<file path="src/shared/cbs_pkg.sv">
// Package with types, step table and timing counts for the bus cycle sequencer
`default_nettype none
package cbs_pkg;

    localparam int CBS_ADDR_W = 24;
    localparam int CBS_PROG_LEN = 8;
    localparam logic [4:0] CBS_MUL_B_STATES = 5'h0B;
    localparam logic [4:0] CBS_MUL_W_STATES = 5'h13;
    localparam logic [4:0] CBS_ADJ_STATES = 5'h01;
    localparam logic [CBS_ADDR_W-1:0] CBS_WORD_STEP = 24'h00_0002;

    typedef enum logic [4:0] {
        CBS_OP_SINGLE = 5'b00000, CBS_OP_W_ST_D16 = 5'b00001,
        CBS_OP_W_ST_D32 = 5'b00010, CBS_OP_W_ST_PREDEC = 5'b00011,
        CBS_OP_W_ST_AA16 = 5'b00100, CBS_OP_W_ST_AA32 = 5'b00101,
        CBS_OP_L_IMM = 5'b00110, CBS_OP_L_LD_IND = 5'b00111,
        CBS_OP_L_LD_D16 = 5'b01000, CBS_OP_L_LD_D32 = 5'b01001,
        CBS_OP_L_LD_POSTINC = 5'b01010, CBS_OP_L_LD_AA16 = 5'b01011,
        CBS_OP_L_LD_AA32 = 5'b01100, CBS_OP_L_ST_IND = 5'b01101,
        CBS_OP_L_ST_D16 = 5'b01110, CBS_OP_L_ST_D32 = 5'b01111,
        CBS_OP_L_ST_PREDEC = 5'b10000, CBS_OP_L_ST_AA16 = 5'b10001,
        CBS_OP_L_ST_AA32 = 5'b10010, CBS_OP_SMUL_B = 5'b10011,
        CBS_OP_SMUL_W = 5'b10100, CBS_OP_UMUL_B = 5'b10101,
        CBS_OP_UMUL_W = 5'b10110, CBS_OP_MOVE_FROM_PSYNC = 5'b10111,
        CBS_OP_MOVE_TO_PSYNC = 5'b11000
    } cbs_op_t;

    typedef enum logic [2:0] {
        CBS_K_END = 3'b000,
        CBS_K_FETCH = 3'b001,
        CBS_K_INTERNAL = 3'b010,
        CBS_K_READ_EA = 3'b011,
        CBS_K_READ_EA2 = 3'b100,
        CBS_K_WRITE_EA = 3'b101,
        CBS_K_WRITE_EA2 = 3'b110
    } cbs_kind_t;

    typedef struct packed {
        cbs_kind_t kind;
        logic lock;
        logic [4:0] count;
    } cbs_step_t;

    typedef cbs_step_t [CBS_PROG_LEN-1:0] cbs_prog_t;

    typedef struct packed {
        logic req;
        logic write;
        logic fetch;
        logic lock;
        logic [CBS_ADDR_W-1:0] addr;
    } cbs_bus_t;

    localparam cbs_step_t CBS_E = '{kind: CBS_K_END, lock: 1'b0, count: 5'h00};
    localparam cbs_step_t CBS_F = '{kind: CBS_K_FETCH, lock: 1'b0, count: 5'h00};
    localparam cbs_step_t CBS_FM = '{kind: CBS_K_FETCH, lock: 1'b1, count: 5'h00};
    localparam cbs_step_t CBS_I1 = '{kind: CBS_K_INTERNAL, lock: 1'b0, count: CBS_ADJ_STATES};
    localparam cbs_step_t CBS_I11 = '{kind: CBS_K_INTERNAL, lock: 1'b0, count: CBS_MUL_B_STATES};
    localparam cbs_step_t CBS_I19 = '{kind: CBS_K_INTERNAL, lock: 1'b0, count: CBS_MUL_W_STATES};
    localparam cbs_step_t CBS_WE = '{kind: CBS_K_WRITE_EA, lock: 1'b0, count: 5'h00};
    localparam cbs_step_t CBS_REM = '{kind: CBS_K_READ_EA, lock: 1'b1, count: 5'h00};
    localparam cbs_step_t CBS_RE2 = '{kind: CBS_K_READ_EA2, lock: 1'b0, count: 5'h00};
    localparam cbs_step_t CBS_WEM = '{kind: CBS_K_WRITE_EA, lock: 1'b1, count: 5'h00};
    localparam cbs_step_t CBS_WE2 = '{kind: CBS_K_WRITE_EA2, lock: 1'b0, count: 5'h00};

    // Leftmost entry is the first step; unused slots end the instruction
    function automatic cbs_prog_t cbs_program(input cbs_op_t op);
        unique case (op)
            CBS_OP_SINGLE: return {CBS_F, {7{CBS_E}}};
            CBS_OP_W_ST_D16, CBS_OP_W_ST_AA16: return {CBS_F, CBS_F, CBS_WE, {5{CBS_E}}};
            CBS_OP_W_ST_D32: return {CBS_F, CBS_F, CBS_F, CBS_F, CBS_WE, {3{CBS_E}}};
            CBS_OP_W_ST_PREDEC: return {CBS_F, CBS_I1, CBS_WE, {5{CBS_E}}};
            CBS_OP_W_ST_AA32: return {CBS_F, CBS_F, CBS_F, CBS_WE, {4{CBS_E}}};
            CBS_OP_L_IMM: return {CBS_F, CBS_F, CBS_F, {5{CBS_E}}};
            CBS_OP_L_LD_IND: return {CBS_F, CBS_FM, CBS_REM, CBS_RE2, {4{CBS_E}}};
            CBS_OP_L_LD_D16, CBS_OP_L_LD_AA16:
                return {CBS_F, CBS_FM, CBS_F, CBS_REM, CBS_RE2, {3{CBS_E}}};
            CBS_OP_L_LD_D32:
                return {CBS_F, CBS_FM, CBS_FM, CBS_F, CBS_F, CBS_REM, CBS_RE2, CBS_E};
            CBS_OP_L_LD_POSTINC: return {CBS_F, CBS_FM, CBS_I1, CBS_REM, CBS_RE2, {3{CBS_E}}};
            CBS_OP_L_LD_AA32: return {CBS_F, CBS_FM, CBS_F, CBS_F, CBS_REM, CBS_RE2, {2{CBS_E}}};
            CBS_OP_L_ST_IND: return {CBS_F, CBS_FM, CBS_WEM, CBS_WE2, {4{CBS_E}}};
            CBS_OP_L_ST_D16, CBS_OP_L_ST_AA16:
                return {CBS_F, CBS_FM, CBS_F, CBS_WEM, CBS_WE2, {3{CBS_E}}};
            CBS_OP_L_ST_D32:
                return {CBS_F, CBS_FM, CBS_FM, CBS_F, CBS_F, CBS_WEM, CBS_WE2, CBS_E};
            CBS_OP_L_ST_PREDEC: return {CBS_F, CBS_FM, CBS_I1, CBS_WEM, CBS_WE2, {3{CBS_E}}};
            CBS_OP_L_ST_AA32: return {CBS_F, CBS_FM, CBS_F, CBS_F, CBS_WEM, CBS_WE2, {2{CBS_E}}};
            CBS_OP_SMUL_B: return {CBS_F, CBS_F, CBS_I11, {5{CBS_E}}};
            CBS_OP_SMUL_W: return {CBS_F, CBS_F, CBS_I19, {5{CBS_E}}};
            CBS_OP_UMUL_B: return {CBS_F, CBS_I11, {6{CBS_E}}};
            CBS_OP_UMUL_W: return {CBS_F, CBS_I19, {6{CBS_E}}};
            // Peripheral-synchronised moves and illegal codes have no sequence
            default: return {8{CBS_E}};
        endcase
    endfunction

    function automatic logic cbs_is_write(input cbs_kind_t kind);
        return (kind == CBS_K_WRITE_EA) || (kind == CBS_K_WRITE_EA2);
    endfunction

endpackage
`default_nettype wire

</file>
<file path="src/rtl/cbs_step_rom.sv">
// Step table memory with registered read data
`default_nettype none
module cbs_step_rom
    import cbs_pkg::*;
(
    // Clock and reset
    input wire logic clock_in,
    input wire logic rst_n_in,
    // Lookup
    input wire cbs_op_t op_in,
    input wire logic [2:0] idx_in,
    output cbs_step_t step_out
);

    cbs_prog_t prog;
    assign prog = cbs_program(op_in);

    always_ff @(posedge clock_in or negedge rst_n_in) begin
        if (!rst_n_in) begin
            step_out <= CBS_E;
        end else begin
            step_out <= prog[3'd7 - idx_in];
        end
    end

endmodule
`default_nettype wire

</file>
<file path="src/rtl/cbs_sequencer.sv">
// Bus cycle sequencer: orders fetches, operand accesses and internal states
// Behaviour
// - Byte multiplies spend eleven bus-free internal states after their fetches.
// - Word multiplies spend nineteen bus-free internal states after their fetches.
// - Peripheral-synchronised moves get no bus cycles; they are flagged unsupported.
// - Word store pre-decrement: fetch next, one internal state, then write at address.
// - Long load post-increment: two fetches, one internal state, read address, address+2.
// - Long store pre-decrement: two fetches, one internal state, write address, address+2.
`default_nettype none
module cbs_sequencer
    import cbs_pkg::*;
(
    // Clock and reset
    input wire logic clock_in,
    input wire logic nrst_in,
    // Instruction request
    input wire logic start_in,
    input wire cbs_op_t op_in,
    input wire logic [CBS_ADDR_W-1:0] pc_in,
    input wire logic [CBS_ADDR_W-1:0] ea_in,
    // Memory bus
    input wire logic bus_ack_in,
    output cbs_bus_t bus_out,
    // Status
    output logic busy_out,
    output logic done_out,
    output logic unsupported_out
);

    // ********************************
    // Reset release
    // ********************************
    logic rst_meta;
    logic rst_n;

    always_ff @(posedge clock_in or negedge nrst_in) begin
        if (!nrst_in) begin
            rst_meta <= 1'b0;
            rst_n <= 1'b0;
        end else begin
            rst_meta <= 1'b1;
            rst_n <= rst_meta;
        end
    end

    // ********************************
    // State and step lookup
    // ********************************
    typedef enum logic [2:0] {
        CBS_ST_IDLE = 3'b000,
        CBS_ST_LOOK = 3'b001,
        CBS_ST_ISSUE = 3'b010,
        CBS_ST_BUS = 3'b011,
        CBS_ST_INT = 3'b100
    } cbs_state_t;

    cbs_state_t state, next_state;
    cbs_op_t op_q, next_op;
    logic [2:0] idx, next_idx;
    logic [4:0] cnt, next_cnt;
    logic [CBS_ADDR_W-1:0] ea_q, next_ea;
    logic [CBS_ADDR_W-1:0] ptr, next_ptr;
    cbs_bus_t next_bus;
    logic next_done;
    logic next_unsupported;
    cbs_step_t step;

    cbs_step_rom u_rom (
        .clock_in(clock_in),
        .rst_n_in(rst_n),
        .op_in(op_q),
        .idx_in(idx),
        .step_out(step)
    );

    wire logic is_psync = (op_in == CBS_OP_MOVE_FROM_PSYNC) || (op_in == CBS_OP_MOVE_TO_PSYNC);
    wire logic [CBS_ADDR_W-1:0] ea_second = ea_q + CBS_WORD_STEP;
    wire logic step_second = (step.kind == CBS_K_READ_EA2) || (step.kind == CBS_K_WRITE_EA2);
    wire logic step_fetch = (step.kind == CBS_K_FETCH);
    wire logic [CBS_ADDR_W-1:0] step_addr = step_fetch ? ptr : (step_second ? ea_second : ea_q);

    // ********************************
    // Sequencing
    // ********************************
    always_comb begin
        next_state = state;
        next_op = op_q;
        next_idx = idx;
        next_cnt = cnt;
        next_ea = ea_q;
        next_ptr = ptr;
        next_bus = bus_out;
        next_done = 1'b0;
        next_unsupported = 1'b0;
        unique case (state)
            CBS_ST_IDLE: begin
                if (start_in && is_psync) begin
                    next_unsupported = 1'b1;
                end else if (start_in) begin
                    next_op = op_in;
                    next_ea = ea_in;
                    next_ptr = pc_in + CBS_WORD_STEP;
                    next_idx = 3'd0;
                    next_state = CBS_ST_LOOK;
                end
            end
            CBS_ST_LOOK: begin
                next_state = CBS_ST_ISSUE;
            end
            CBS_ST_ISSUE: begin
                unique case (step.kind)
                    CBS_K_INTERNAL: begin
                        next_cnt = step.count;
                        next_state = CBS_ST_INT;
                    end
                    CBS_K_FETCH, CBS_K_READ_EA, CBS_K_READ_EA2,
                    CBS_K_WRITE_EA, CBS_K_WRITE_EA2: begin
                        next_bus.req = 1'b1;
                        next_bus.write = cbs_is_write(step.kind);
                        next_bus.fetch = step_fetch;
                        next_bus.addr = step_addr;
                        next_bus.lock = bus_out.lock | step.lock;
                        next_state = CBS_ST_BUS;
                    end
                    default: begin
                        next_bus.lock = 1'b0;
                        next_done = 1'b1;
                        next_state = CBS_ST_IDLE;
                    end
                endcase
            end
            CBS_ST_BUS: begin
                if (bus_ack_in) begin
                    next_bus.req = 1'b0;
                    next_bus.write = 1'b0;
                    next_bus.fetch = 1'b0;
                    // Lock drops only when an unmarked access ends
                    next_bus.lock = bus_out.lock & step.lock;
                    if (step_fetch) begin
                        next_ptr = ptr + CBS_WORD_STEP;
                    end
                    next_idx = idx + 3'd1;
                    next_state = CBS_ST_LOOK;
                end
            end
            CBS_ST_INT: begin
                next_cnt = cnt - 5'd1;
                if (cnt == 5'd1) begin
                    next_idx = idx + 3'd1;
                    next_state = CBS_ST_LOOK;
                end
            end
            default: begin
                next_state = CBS_ST_IDLE;
            end
        endcase
    end

    always_ff @(posedge clock_in or negedge rst_n) begin
        if (!rst_n) begin
            state <= CBS_ST_IDLE;
            op_q <= CBS_OP_SINGLE;
            idx <= 3'd0;
            cnt <= 5'd0;
            ea_q <= '0;
            ptr <= '0;
            bus_out <= '0;
            busy_out <= 1'b0;
            done_out <= 1'b0;
            unsupported_out <= 1'b0;
        end else begin
            state <= next_state;
            op_q <= next_op;
            idx <= next_idx;
            cnt <= next_cnt;
            ea_q <= next_ea;
            ptr <= next_ptr;
            bus_out <= next_bus;
            busy_out <= (next_state != CBS_ST_IDLE);
            done_out <= next_done;
            unsupported_out <= next_unsupported;
        end
    end

    wire logic in_int = (state == CBS_ST_INT);
    wire logic mul_b = (op_q == CBS_OP_SMUL_B) || (op_q == CBS_OP_UMUL_B);
    wire logic mul_w = (op_q == CBS_OP_SMUL_W) || (op_q == CBS_OP_UMUL_W);
    wire logic op_long = (op_q >= CBS_OP_L_LD_IND) && (op_q <= CBS_OP_L_ST_AA32);
endmodule
`default_nettype wire

</file>
<file path="config.mk">
export PLATFORM = sky130hd
export DESIGN_NAME = cbs_sequencer
export DESIGN_NICKNAME = d
export VERILOG_FILES = /design/src/shared/cbs_pkg.sv /design/src/rtl/cbs_step_rom.sv /design/src/rtl/cbs_sequencer.sv
export SDC_FILE = /design/constraint.sdc
export NUM_CORES = 1
export LEC_CHECK = 0
export ABC_CLOCK_PERIOD_IN_PS = 3900
export BUFFER_PORTS_ARGS = -buffer_cell sky130_fd_sc_hd__buf_2
export CAP_MARGIN = 10
export CORE_AREA = 2 2 110 112
export DETAILED_ROUTE_END_ITERATION = 6
export DIE_AREA = 0 0 112 114
export PLACE_DENSITY = 0.91
export SETUP_SLACK_MARGIN = 0.3
export SYNTH_ARGS = -nofsm -noshare
export SYNTH_HDL_FRONTEND = slang
export SYNTH_SLANG_ARGS = --single-unit
</file>
<file path="constraint.sdc">
create_clock -name clock_in -period 3.9 [get_ports clock_in]
set_input_delay 0 -clock clock_in [delete_from_list [all_inputs] [get_ports clock_in]]
set_output_delay 0 -clock clock_in [all_outputs]
set_load 0.02 [all_outputs]
</file>
==> impl_metrics.tcl <==
set metrics [dict create \
    areaGrowthSynthToFinish_pct 16.8 \
    wl_met3_um 2280 \
    yosys.cell_types.count 83 \
    portBuffers 87 \
    yosys-top-cells-area "dfrtp_1 (39%), mux2_2 (6.1%), nand2_1 (4.7%), o21ai_0 (4.6%), a21oi_1 (4.3%)" \
    syn_area_um2 6680 \
    p_leak_uw 0.00341 \
    nNetsFinal 916 \
    critPathRequiredTime_ns 4.12 \
    vias 6638 \
    top_layer "met4" \
    cts_root_buf "clkbuf_16" \
    fp.dieW_um 112 \
    syn_nets 823 \
    wl_um 20000 \
    period_needed_ns 3.11 \
    synthFlopType "dfrtp_1" \
    netlist.area_leader.share 0.394 \
    route.detailed.drc 0 \
    dp_cells 950 \
    numClockSinks 105 \
    grt_pass1_vias 5952 \
    hold_class "primary input to register" \
    cts-resized-gates 0 \
    critical_path_class "register to register" \
    synth-edff-count 0 \
    ys_top_cells_by_count "dfrtp_1 (105), nand2_1 (83), nor2_1 (64), o21ai_0 (62), a21oi_1 (57)" \
    grt.overflow.total 0 \
    clock_skew_ns 0.0121 \
    setup_viol 0 \
    num-fill-cells 858 \
    route.met2.wl_um 9450 \
    worstMarginPinSlew_ns 1.06 \
    ys_async_sr_fraction 1.00 \
    cts_setup_buffers 0 \
    avgSynthCellArea_um2 8.84 \
    layout-drive-gt1-share 0.197 \
    wl_met1_um 7440 \
    yosys_warnings 0 \
    dr.pass1.iters 7 \
    status "complete, no violations" \
    cp.arrival_ns 3.34 \
    core_um2 11700 \
    ant_nets 0 \
    synth_cells 755 \
    cp-start-kind "register" \
    cts_buffers 9 \
    ys_ff_latch 105 \
    drt_iter0_markers 881 \
    via_per_inst 6.64 \
    grt_use_total 0.307 \
    finalSetupTns_ns 0 \
    cts_tree "done" \
    clock_latency_ns 0.36 \
    grt_max_degree 75 \
    final_hold_viol_count 0 \
    place_congestion 0.918 \
    rsz0062_at_grt "false" \
    diodes 0 \
    worst_setup_path_end_kind "register" \
    power_density_nw_per_um2 791 \
    post-synth-top-count-cell "dfrtp_1" \
    hold_ws_ns 0.00648 \
    antenna_found_initial 0 \
    die_h_um 114 \
    cts-hold-fix-buffers 33 \
    r2r_cells 10 \
    start_util 0.570 \
    seq_area_frac_synth 0.394 \
    slew_viol_final 0 \
    cts_buffer_depth 2 \
    ios 88 \
    slew_headroom 0.286 \
    hpwlAfterDp_um 12100 \
    layoutNonFillerInstCount 1000 \
    hold_depth 4 \
    path_clk_slew_ns 0.07 \
    crit_fanout 22 \
    h-tree-depth 3 \
    vdd_ir_drop_max_mv 0.621 \
    die-area_um2 12800 \
    synth_top_cell_by_area "dfrtp_1" \
    wl_per_cell_um 20.0 \
    fmax_mhz 321 \
    grt_pass1_wl_um 31200 \
    num_rows 40 \
    period_share 0.799 \
    maxCapViolCount 0 \
]
cell usage in the layout, fill, tap and decap left out, types with 4 or more instances in the layout:
master	Yosys	layout
a21oi_1	57	57
a31oi_1	9	9
and2_1	6	6
and3_1	16	16
and4_1	7	7
buf_2	15	87
buf_4	3	8
clkbuf_16	0	9
dfrtp_1	105	104
dlygate4sd3_1	0	33
ha_1	11	11
inv_1	16	16
mux2_2	36	36
mux2i_1	12	12
nand2_1	83	83
nand2b_1	5	5
nand3_1	37	37
nand4_1	16	16
nor2_1	64	64
nor2b_1	5	5
nor3_1	17	17
nor3b_1	5	5
o211ai_1	11	11
o21a_1	4	4
o21ai_0	62	62
o21ai_1	7	7
o22ai_1	6	6
o31ai_1	4	4
or3_1	4	4
xnor2_1	6	6
xor2_1	20	20
kinds of logic after synthesis:
family / count (synthesis) / synth area share
AND/OR/NAND/NOR: 293 / 0.228
multiplexers: 49 / 0.0810
XOR/XNOR: 26 / 0.0341
other: 1 / 0.000562
adder cells (fa/ha/maj): 11 / 0.0206
buffers and inverters: 63 / 0.0444
AO/OA/AOI/OAI: 207 / 0.197
flip-flops: 105 / 0.394
through the flow:
stage	worst slack [ns]	total power [µW]	utilization	area [µm²]
6_report	0.786	6170	0.666	7800
5_1_grt	0.490	6540	0.666	7800
4_1_cts	0.809	5920	0.663	7770
3_5_place_dp	0.834	4910	0.608	7130
3_3_place_gp	0.978	4790	0.608	7130
2_1_floorplan	0.745	4190	-	6680
flip-flops by register name, indices dropped and copies added, names as in the netlist, 3 cells and up:
| name | flops |
|---|---|
| bus_out | 28 |
| cnt | 5 |
| ea_q | 24 |
| idx | 3 |
| op_q | 5 |
| ptr | 24 |
| state | 3 |
| u_rom.step_out | 8 |
worst paths after layout:
check / from / to / slack [ns]
worst max-delay path: state[2] / ptr[19] / 0.79
worst min-delay path: pc_in[1] / ptr[1] / 0.006
worst max register to register: state[2] / ptr[19] / 0.79
worst min register to register: rst_meta / rst_n / 0.42
max in group asynchronous: rst_n / u_rom.step_out[0] / 2.45
min in group asynchronous: rst_n / ea_q[22] / 0.51
worst max-delay path, cell delays in order (launching register included):
cell	delay, ns
dfrtp_1	0.51
and3b_4	0.55
nand2_1	0.11
nand2_1	0.09
ha_1	0.28
nand4_1	0.18
nor3_1	0.41
a2bb2oi_4	0.29
nand2_1	0.10
a2111oi_0	0.38
nor3b_1	0.11
report_power, final:
part | internal, µW | switching (µW) | total, µW
sequential | 1570 | 797 | 2370
clock | 516 | 458 | 974
combinational | 1160 | 1660 | 2830
total | 3250 | 2920 | 6170
area by class of cell:
cell class / count / area [µm²] / area share
flip-flops and latches: 105 / 2630 / 0.337
clock buffers: 10 / 229 / 0.0294
multi-input cells: 587 / 3750 / 0.482
clock inverters: 6 / 85.1 / 0.0109
repair buffers: 129 / 853 / 0.109
inverters: 16 / 60.1 / 0.00770
well taps: 147 / 184 / 0.0236
layer usage:
layer	vias up	global-route usage
li1	2947	-
met1	3074	0.411
met2	522	0.497
met3	95	0.0696
met4	0	0.103
met5	-	0
(Power assumes the default switching activity.)
